--- config.mk ---
export PLATFORM = sky130hd
export DESIGN_NAME = scm_spi
export DESIGN_NICKNAME = d
export VERILOG_FILES = /design/src/scm_pkg.sv /design/src/scm_spi.sv /design/src/scm_fifo.sv
export SDC_FILE = /design/constraint.sdc
export NUM_CORES = 1
export LEC_CHECK = 0
export BUFFER_PORTS_ARGS = -buffer_cell sky130_fd_sc_hd__clkbuf_2
export CORE_MARGIN = 2
export CORE_UTILIZATION = 60
export CTS_CLUSTER_SIZE = 30
export DETAILED_ROUTE_END_ITERATION = 8
export GPL_TIMING_DRIVEN = 0
export PLACE_DENSITY_LB_ADDON = 0.3
export SETUP_SLACK_MARGIN = 0.02
export SYNTH_ARGS = -nofsm -noshare
export SYNTH_HDL_FRONTEND = slang
export SYNTH_SLANG_ARGS = --single-unit
--- constraint.sdc ---
create_clock -name core_clk_in -period 6.45 [get_ports core_clk_in]
set_input_delay 1.29 -clock core_clk_in [delete_from_list [all_inputs] [get_ports core_clk_in]]
set_output_delay 1.29 -clock core_clk_in [all_outputs]
set_load 0.02 [all_outputs]
--- src/scm_pkg.sv ---
/*
  scm_pkg: constants shared by the serial clock mode and enable framing block.
  assumes: nothing beyond a SystemVerilog compiler.
*/
`default_nettype none
package scm_pkg;
  localparam int SCM_WORD_BITS = 16;
  localparam int SCM_FIFO_DEPTH = 4;
  localparam int SCM_CORE_CLK_NS = 100;
  // half serial period in ns when master (clock divider)
  localparam int SCM_HALF_PERIOD_NS = 400;
  localparam int SCM_HALF_CYCLES = (SCM_HALF_PERIOD_NS + SCM_CORE_CLK_NS - 1) / SCM_CORE_CLK_NS;
  localparam int SCM_SYNC_STAGES = 2;
  localparam logic [1:0] SCM_MODE_P0_PH0 = 2'h0;
  localparam logic [1:0] SCM_MODE_P0_PH1 = 2'h1;
  localparam logic [1:0] SCM_MODE_P1_PH0 = 2'h2;
  localparam logic [1:0] SCM_MODE_P1_PH1 = 2'h3;
  typedef enum logic [3:0] {
    SCM_IDLE = 4'h1,
    SCM_LEAD = 4'h2,
    SCM_SHIFT = 4'h4,
    SCM_DONE = 4'h8
  } scm_state_t;
endpackage
`default_nettype wire

--- src/scm_spi.sv ---
/*
  scm_spi: serial clock mode and transfer enable framing, master or slave.
  assumes: pins come from outside the core clock domain; the serial clock
  in slave mode is well below the core clock (about 800 ns period).
*/
// Overview of operation
// RULE1: mode 0/0 idles low, rising-edge data
// RULE2: mode 0/1 idles low, half-cycle early
// RULE3: mode 1/0 idles high, falling-edge data
// RULE4: mode 1/1 idles high, half-cycle early
// RULE5: master holds enable asserted whole word
// RULE6: remote master holds enable whole word
// RULE7: invert setting makes enable active high
`timescale 1ns/1ns
`default_nettype none
module scm_spi
  import scm_pkg::*;
#(
  parameter int WORD_BITS = SCM_WORD_BITS,
  parameter int FIFO_DEPTH = SCM_FIFO_DEPTH
)
(
  // clock and reset
  input wire logic core_clk_in,
  input wire logic nrst_in,
  // configuration levels
  input wire logic master_mode_in,
  input wire logic clock_polarity_in,
  input wire logic clock_phase_in,
  input wire logic enable_polarity_invert_in,
  // transmit word stream
  input wire logic tx_valid_in,
  input wire logic [WORD_BITS-1:0] tx_data_in,
  output logic tx_ready_out,
  // received word stream
  output logic rx_valid_out,
  output logic [WORD_BITS-1:0] rx_data_out,
  // serial clock pin, three signals
  input wire logic serial_clock_pin_in,
  output logic serial_clock_pin_out,
  output logic serial_clock_pin_oe_out,
  // transfer enable pin, three signals
  input wire logic transfer_enable_n_in,
  output logic transfer_enable_n_out,
  output logic transfer_enable_n_oe_out,
  // data pins
  input wire logic serial_data_in,
  output logic serial_data_out,
  output logic serial_data_oe_out,
  // status
  output logic busy_out
);
  localparam int CW = $clog2(WORD_BITS + 1);
  localparam int HW = $clog2(SCM_HALF_CYCLES + 1);

  scm_state_t state;
  scm_state_t next_state;
  logic [1:0] sclk_sync;
  logic [1:0] en_sync;
  logic [1:0] din_sync;
  logic sclk_prev;
  logic en_prev;
  logic [WORD_BITS-1:0] shift;
  logic [CW-1:0] bit_cnt;
  logic [HW-1:0] half_cnt;
  logic sclk_int;
  logic fifo_valid;
  logic [WORD_BITS-1:0] fifo_data;
  logic [WORD_BITS-1:0] rx_shift;
  logic fifo_pop;

  scm_fifo #(
    .WIDTH(WORD_BITS),
    .DEPTH(FIFO_DEPTH)
  ) u_tx_fifo (
    .clk_in(core_clk_in),
    .nrst_in(nrst_in),
    .in_valid_in(tx_valid_in),
    .in_data_in(tx_data_in),
    .in_ready_out(tx_ready_out),
    .out_valid_out(fifo_valid),
    .out_data_out(fifo_data),
    .out_ready_in(fifo_pop)
  );

  // the first stage of each synchroniser is read only by the second
  always_ff @(posedge core_clk_in)
  begin
    sclk_sync <= {sclk_sync[0], serial_clock_pin_in};
    en_sync <= {en_sync[0], transfer_enable_n_in};
    din_sync <= {din_sync[0], serial_data_in};
  end

  wire sclk_s = sclk_sync[1];
  wire en_raw = en_sync[1];
  // RULE7: enable sense follows invert setting
  wire slave_sel = enable_polarity_invert_in ? en_raw : !en_raw;
  wire slave_sel_prev = enable_polarity_invert_in ? en_prev : !en_prev;
  // RULE1: leading edge away from idle level
  wire sclk_rise = sclk_s && !sclk_prev;
  wire sclk_fall = !sclk_s && sclk_prev;
  // RULE3: polarity 1 swaps leading edge
  wire lead_edge = clock_polarity_in ? sclk_fall : sclk_rise;
  wire trail_edge = clock_polarity_in ? sclk_rise : sclk_fall;
  // RULE2: phase 0 changes on leading, phase 1 half early
  wire samp_edge = clock_phase_in ? lead_edge : trail_edge;
  wire chg_edge = clock_phase_in ? trail_edge : lead_edge;

  wire half_done = (half_cnt == HW'(SCM_HALF_CYCLES - 1));
  wire m_lead = master_mode_in && (state == SCM_SHIFT) && half_done && !sclk_int;
  wire m_trail = master_mode_in && (state == SCM_SHIFT) && half_done && sclk_int;
  wire do_sample = master_mode_in ? (clock_phase_in ? m_lead : m_trail)
                                  : (state == SCM_SHIFT && samp_edge);
  wire do_change = master_mode_in ? (clock_phase_in ? m_trail : m_lead)
                                  : (state == SCM_SHIFT && chg_edge);
  wire last_bit = (bit_cnt == CW'(WORD_BITS - 1));
  wire word_end = do_sample && last_bit;
  // phase 0 keeps the preloaded msb through the first leading edge
  wire tx_adv = do_change && (clock_phase_in || bit_cnt != '0);
  // frame ends on the 16th trailing edge in both phases
  wire word_over = clock_phase_in ? (bit_cnt == CW'(WORD_BITS)) : last_bit;
  wire start_m = master_mode_in && fifo_valid && state == SCM_IDLE;
  wire start_s = !master_mode_in && state == SCM_IDLE && slave_sel && !slave_sel_prev;
  assign fifo_pop = (start_m || start_s) && fifo_valid;

  always_comb
  begin
    next_state = state;
    unique case (state)
      SCM_IDLE:
      begin
        if (start_m || start_s)
        begin
          next_state = master_mode_in ? SCM_LEAD : SCM_SHIFT;
        end
      end
      SCM_LEAD:
      begin
        if (half_done)
        begin
          next_state = SCM_SHIFT;
        end
      end
      SCM_SHIFT:
      begin
        if (!master_mode_in && !slave_sel)
        begin
          next_state = SCM_IDLE;
        end
        else if (master_mode_in && half_done && sclk_int && word_over)
        begin
          next_state = SCM_DONE;
        end
      end
      SCM_DONE:
      begin
        if (master_mode_in ? half_done : !slave_sel)
        begin
          next_state = SCM_IDLE;
        end
      end
      default:
      begin
        next_state = SCM_IDLE;
      end
    endcase
  end

  always_ff @(posedge core_clk_in)
  begin
    if (!nrst_in)
    begin
      state <= SCM_IDLE;
      sclk_prev <= 1'b0;
      en_prev <= 1'b1;
      half_cnt <= '0;
      sclk_int <= 1'b0;
    end
    else
    begin
      state <= next_state;
      sclk_prev <= sclk_s;
      en_prev <= en_raw;
      half_cnt <= (state == SCM_IDLE || half_done) ? '0 : half_cnt + 1'b1;
      // sclk_int is the active-phase marker, polarity applied at the pin
      if (state != SCM_SHIFT)
      begin
        sclk_int <= 1'b0;
      end
      else if (half_done && master_mode_in)
      begin
        sclk_int <= !sclk_int;
      end
    end
  end

  always_ff @(posedge core_clk_in)
  begin
    if (!nrst_in)
    begin
      shift <= '0;
      rx_shift <= '0;
      bit_cnt <= '0;
      rx_valid_out <= 1'b0;
      rx_data_out <= '0;
    end
    else
    begin
      rx_valid_out <= 1'b0;
      if (fifo_pop || start_s)
      begin
        shift <= fifo_valid ? fifo_data : '0;
        bit_cnt <= '0;
      end
      else
      begin
        // transmit advances on change edges, receive fills on sample edges
        if (tx_adv)
        begin
          shift <= {shift[WORD_BITS-2:0], 1'b0};
        end
        if (do_sample)
        begin
          rx_shift <= {rx_shift[WORD_BITS-2:0], din_sync[1]};
          bit_cnt <= bit_cnt + 1'b1;
          if (word_end)
          begin
            rx_valid_out <= 1'b1;
            rx_data_out <= {rx_shift[WORD_BITS-2:0], din_sync[1]};
          end
        end
      end
    end
  end

  // data output: msb leads; phase 0 presents it before first edge
  always_ff @(posedge core_clk_in)
  begin
    if (!nrst_in)
    begin
      serial_clock_pin_out <= 1'b0;
      serial_clock_pin_oe_out <= 1'b0;
      transfer_enable_n_out <= 1'b1;
      transfer_enable_n_oe_out <= 1'b0;
      serial_data_out <= 1'b0;
      serial_data_oe_out <= 1'b0;
      busy_out <= 1'b0;
    end
    else
    begin
      // RULE4: idle level equals polarity
      serial_clock_pin_out <= clock_polarity_in ^ sclk_int;
      serial_clock_pin_oe_out <= master_mode_in;
      // RULE5: enable asserted from lead-in to end of word
      transfer_enable_n_out <= (state == SCM_IDLE) ^ enable_polarity_invert_in;
      transfer_enable_n_oe_out <= master_mode_in;
      serial_data_out <= shift[WORD_BITS-1];
      // RULE6: slave drives data only while selected
      serial_data_oe_out <= master_mode_in || (state != SCM_IDLE && slave_sel);
      busy_out <= (state != SCM_IDLE);
    end
  end
endmodule
`default_nettype wire

--- src/scm_fifo.sv ---
/*
  scm_fifo: small synchronous fifo with valid/ready on both sides.
  assumes: one clock, synchronous active-low reset.
*/
`timescale 1ns/1ns
`default_nettype none
module scm_fifo
#(
  parameter int WIDTH = 16,
  parameter int DEPTH = 4
)
(
  // clock and reset
  input wire logic clk_in,
  input wire logic nrst_in,
  // fill side
  input wire logic in_valid_in,
  input wire logic [WIDTH-1:0] in_data_in,
  output logic in_ready_out,
  // drain side
  output logic out_valid_out,
  output logic [WIDTH-1:0] out_data_out,
  input wire logic out_ready_in
);
  localparam int AW = $clog2(DEPTH);
  logic [WIDTH-1:0] mem [DEPTH];
  logic [AW-1:0] wr_ptr;
  logic [AW-1:0] rd_ptr;
  logic [AW:0] count;
  logic [AW:0] next_count;
  wire push = in_valid_in && in_ready_out;
  wire pop = out_valid_out && out_ready_in;
  // ready is registered from the next count so it leaves the block from a flop
  assign next_count = count + {{AW{1'b0}}, push} - {{AW{1'b0}}, pop};
  assign out_valid_out = (count != '0);
  assign out_data_out = mem[rd_ptr];
  always_ff @(posedge clk_in)
  begin
    if (push)
    begin
      mem[wr_ptr] <= in_data_in;
    end
  end
  always_ff @(posedge clk_in)
  begin
    if (!nrst_in)
    begin
      wr_ptr <= '0;
      rd_ptr <= '0;
      count <= '0;
      in_ready_out <= 1'b1;
    end
    else
    begin
      // depth must be a power of two so pointers wrap naturally
      if (push)
      begin
        wr_ptr <= wr_ptr + 1'b1;
      end
      if (pop)
      begin
        rd_ptr <= rd_ptr + 1'b1;
      end
      count <= next_count;
      in_ready_out <= (next_count != DEPTH[AW:0]);
    end
  end
endmodule
`default_nettype wire

# Yosys cells after proc, flatten, opt, wreduce, memory -nomap -nowiden
# Memories as Yosys holds them, arrays and structs flattened. A register that Yosys moved wholly into a read port is not among the register bits.
# Index checks and enable logic that the tools add are counted.
# totals
word_cells	122
mem_count	1
ff_bits	83
inputBits	26
ram_bits	64
# op_classes
reduce_logical	46
mux	27
bitwise	5
n_addsub	6
eq_ne	14
# memory_table
memory	words	word_bits	rd	rd_ports_with_merged_regs	wr	line	rtl
u_tx_fifo.mem	4	16	1	1	1	scm_fifo.sv:26	logic [WIDTH-1:0] mem [DEPTH];
# op_table
operator	count
$mux 16	3
$logic_and 1x1->1	23
$mux 4	5
$pmux 4 s4	1
$mux 1	15
$logic_not 1->1	8
$ne 2x2->1 const B	3
$reduce_or 2->1	3
$add 5x1->5 const B	1
$eq 5x4->1 const B	1
$eq 5x5->1 const B	1
$logic_or 1x1->1	5
$reduce_bool 5->1	1
$add 2x1->2 const B	2
$eq 4x1->1 const B	1
$eq 4x2->1 const B	1
$eq 4x3->1 const B	1
$eq 4x4->1 const B	1
$mux 2	2
$ne 4x1->1 const B	1
$ne 4x3->1 const B	1
$reduce_and 4->1	1
$add 3x1->3	1
$add 3x1->3 const B	1
other kinds (12)	15

# Depth between registers and ports, before layout
# logic_depth
word_depth	9
depth_mapped	14
mapped_depth_nobuf	12

# Hierarchy
# From an unflattened synthesis, not the netlist that was laid out.
# hier_totals
cells_unflattened	525
area_unflattened_um2	6501.2
# modules_own_cells
mod	instances	area_per_inst_um2	cells_per_inst
scm_spi	1	3638.5	390
scm_fifo	1	2862.7	135

# Worst setup path after synthesis
# Ideal clock, no wire load.
# synth_path
path_type	input-to-reg
startpoint	input master_mode_in
endpoint	register u_tx_fifo.in_ready_out
arrival_time_ps	3461
path_slack_ps	2866
path_stages	12
required_time_ps	6328
n_path_buf	1
path_cell_list	clkbuf_1 -> nor3_1 -> nor2_1 -> ha_1 -> inv_1 -> ha_1 -> inv_1 -> fa_1 -> xor2_1 -> xnor2_1 -> nor2_1 -> nand3b_1
# synth_via
elab_chain_cells	9
word_cells_on_any_way	11
cone_classes	add/sub (1); eq/ne (1); reduce/logical (9)
# synth_rtl
element	line	rtl
start, declared	scm_spi.sv:27	input wire logic master_mode_in,
$logic_not 1->1	scm_spi.sv:123	wire start_s = !master_mode_in && state == SCM_IDLE && slave_sel && !slave_sel_prev;
$logic_and 1x1->1 (3 in series)	scm_spi.sv:123	
$logic_or 1x1->1 (*)	scm_spi.sv:124	assign fifo_pop = (start_m || start_s) && fifo_valid;
$logic_and 1x1->1 (*)	scm_spi.sv:124	
$logic_and 1x1->1 (*)	scm_fifo.sv:32	wire pop = out_valid_out && out_ready_in;
named net u_tx_fifo.pop	scm_fifo.sv:32	
$sub 3x1->3 (*)	scm_fifo.sv:34	assign next_count = count + {{AW{1'b0}}, push} - {{AW{1'b0}}, pop};
$ne 3x3->1 (*)	scm_fifo.sv:65	in_ready_out <= (next_count != DEPTH[AW:0]);
end signal, assigned	scm_fifo.sv:65	
end, declared	scm_fifo.sv:19	output logic in_ready_out,
# Mark *: on every way through the listed nets, which the timed path passes. The rest lies on a longest branch.
# A chain may end at the register's enable or synchronous reset.

# Worst setup path in the final report
# Ends and elaborated chain as after synthesis.

==> metrics.txt <==
post-CTS sizing=0; Sw Share=0.282; first-pass GRT wire length=18.0 mm; HPWL Detailed=a little over 7 mm; register area share after synthesis=0.608; internal power=around 0.0020 W; maximum vdd drop=around 0.28 mV; starting density of the core=0.615; syn avg cell area=13.2 um^2; nets=560; initial DRC count=190; actual slew at the worst max-slew pin=about 830 ps; cell count after synthesis=around 450; routed wire length per instance=about 16 um; Worst Path Max Fanout=10; Max Cap Viol=0; Logic pwr share=0.235; total routed wirelength=10.6 mm; most frequent cells in the layout=85 x dfxtp_1, 64 x edfxtp_1, 50 x clkbuf_2; #FFs+latches synth=about 150; RSZ-0062 raised after global routing=false; Global Route Usage Sum=0.216; Final Setup Violations=0; xor/xnor share of the synthesized area=0.0162; Final Hold Fails=0; Hold Path Class=register to register; Post-DRT Antenna Nets=0; critical path class=primary input to register; Arr. time, crit path=roughly 4100 ps; Synth Flop Type=dfxtp_1; Layout Area Growth over Synthesis=16.3%; die height=104 um; M1 wire length=~4.6 mm; Synth Area in Simple Gates=0.118; hold buffers post-CTS=0; Critical Path End Type=register; max layer used=met4; Pwr per Cell Area=around 400 mW/mm^2; minimum clock period=roughly 3600 ps; Psw=about 0.00078 W; worst skew pair latency=roughly 540 ps; Worst-path clk slew=60 ps; met3 wire len=589 um; Cell Count, Final, Fillers Out=around 670; Synth Cell Area=0.00596 mm^2; global route overflow=0; TritonCTS Buffers=17; Max Clock Freq=around 280 MHz; Sinks on Clock Net=~150; root buf cell=clkbuf_8; status=finished, final reports clean; DP Cell Count=about 640; # IOs=between 50 and 60; FFs w/ async S/R, synth=0; CTS tree=yes; DRC violations left=0; met2 wire len=roughly 5.3 mm; synthesis warning total=0; fin worst setup slack=2820 ps; multiplexer share of the synthesized area=0.114; Post-synth EDFFs=between 60 and 70; drt first pass iters=5; Reg power frac=0.436; Die Footprint=0.0107 mm^2; largest net degree at the start of global routing=17; Vias/cell=between 5 and 6; setup_tns=0 ps; level count of the clock H-tree=4; fin. max-slew vios=0; Longest Clk Path Bufs=2; commonest non-fill, non-tap cell in the layout=dfxtp_1; Final Skew=around 5.7 ps; Leak Pwr=around 2.6 nW; Final Wtd Congestion=about 0.79; adder-cell area share of the yosys netlist=0.0265; # rows=36; Synth Area in Compound Gates=0.0850; antenna violations before repair=0; Max-Slew Margin vs Limit=0.447; share of cells above drive strength 1=0.249; Worst Path Required=between 6000 and 7000 ps; fill count=around 670; main combinational cell family by area after synthesis=simple AND/OR/NAND/NOR gates; syn nets=between 400 and 500; Clock power frac=0.329; Place WS=between 2000 and 2500 ps; DR vias=roughly 3700; Final Cycle Share=0.563; Inserted Diodes=0; Synth cell types=51; Die X=104 um; Startpoint Class=primary input; port buffer count=50; vias in the first global route=between 3000 and 4000; Core Footprint=just under 0.01 mm^2; # Post-CTS Setup Buffers=0
-- state kept, by name, indices dropped and copies added (netlist names), named ones only --
name,cells
serial_data_oe_out,1
rx_valid_out,1
transfer_enable_n_out,1
u_tx_fifo.count,3
busy_out,1
transfer_enable_n_oe_out,1
u_tx_fifo.mem,64
din_sync,2
sclk_int,1
serial_clock_pin_out,1
u_tx_fifo.in_ready_out,1
state,4
bit_cnt,5
serial_data_out,1
u_tx_fifo.rd_ptr,2
rx_shift,15
shift,16
u_tx_fifo.wr_ptr,2
en_sync,2
sclk_prev,1
sclk_sync,2
rx_data_out,16
en_prev,1
half_cnt,3
-- power by group through the flow --
stage / combinational [W] / clock (W) / sequential [W]
5_1_grt: 0.000724 / 0.000972 / 0.00122
6_report: 0.000652 / 0.000913 / 0.00121
3_5_place_dp: 0.000653 / 0 / 0.00123
4_1_cts: 0.000661 / 0.000928 / 0.00121
3_3_place_gp: 0.000633 / 0 / 0.00122
2_1_floorplan: 0.000502 / 0 / 0.00122
-- final timing paths --
path	cells after the start	start	to	slack (ps)
hold reg to reg	0	sclk_sync[0]	sclk_sync[1]	330
setup / recovery	13	master_mode_in	u_tx_fifo.in_ready_out	2820
hold / removal	0	sclk_sync[0]	sclk_sync[1]	330
setup reg to reg	14	state[0]	u_tx_fifo.in_ready_out	3320
-- cells in the mapped netlist (all sizes together), types with 2 or more instances --
| cell type | number | area [um^2] |
|---|---|---|
| nand2b | 5 | 31.3 |
| mux4 | 16 | 360 |
| a221oi | 2 | 23.8 |
| o211ai | 2 | 15.0 |
| o31ai | 2 | 15.0 |
| or2 | 2 | 12.5 |
| a21oi | 11 | 55.1 |
| dfxtp | 85 | 1700 |
| and3 | 6 | 37.5 |
| ha | 11 | 138 |
| nor3b | 17 | 178 |
| nor3 | 8 | 40.0 |
| xor2 | 4 | 35.0 |
| a22oi | 4 | 30.0 |
| nor2b | 4 | 25.0 |
| and2 | 4 | 25.0 |
| mux2i | 31 | 310 |
| o21a | 15 | 113 |
| o21ai | 6 | 30.0 |
| o221a | 14 | 158 |
| edfxtp | 64 | 1920 |
| buf | 10 | 71.3 |
| nand2 | 48 | 183 |
| or4b | 2 | 20.0 |
| xnor2 | 7 | 61.3 |
| inv | 16 | 60.1 |
| or3 | 3 | 18.8 |
| nor2 | 21 | 81.3 |
| clkbuf | 15 | 56.3 |
| nand3 | 4 | 20.0 |
-- layer usage --
layer / track usage / up-vias
met4: 0.0849 / 0
met5: 0 / -
li1: - / 1804
met1: 0.267 / 1793
met2: 0.350 / 100
met3: 0.0787 / 14
-- stage by stage --
step                      hold slack, ps  utilization  instance area [um^2]  total power, W
after floorplan                      310            -                  5960         0.00172
after global placement               315        0.658                  6370         0.00185
after detailed placement             314        0.658                  6370         0.00188
after CTS                            328        0.715                  6930         0.00280
after global routing                 332        0.715                  6930         0.00292
final                                326        0.715                  6930         0.00277
-- cell type report --
cell class	instances	area, um^2	area share
buffer	25	128	0.0184
clock buffer	17	414	0.0598
clock inverter	15	138	0.0199
inverter	16	60.1	0.00867
multi-input combinational	263	2150	0.310
sequential	149	3620	0.523
tap	133	166	0.0240
timing repair buffer	50	250	0.0361
-- critical path: stages --
cell      delay (ps)
clkbuf_2         140
clkbuf_1         240
nor3_1           730
nor2_1           210
ha_1             340
inv_1             60
ha_1             130
inv_1             50
fa_1             370
xor2_1           160
xnor2_1          130
nor2_1           120
nand3b_1         100
-- logic make-up (layout without fill, tap and decap cells) --
logic type,after synthesis,after routing
flip-flops,149,149
XOR/XNOR,11,11
multiplexers,48,48
AO/OA/AOI/OAI,64,64
buffers and inverters,41,123
adder cells (fa/ha/maj),12,12
AND/OR/NAND/NOR,128,128
Power figures use the tool's default switching activity.
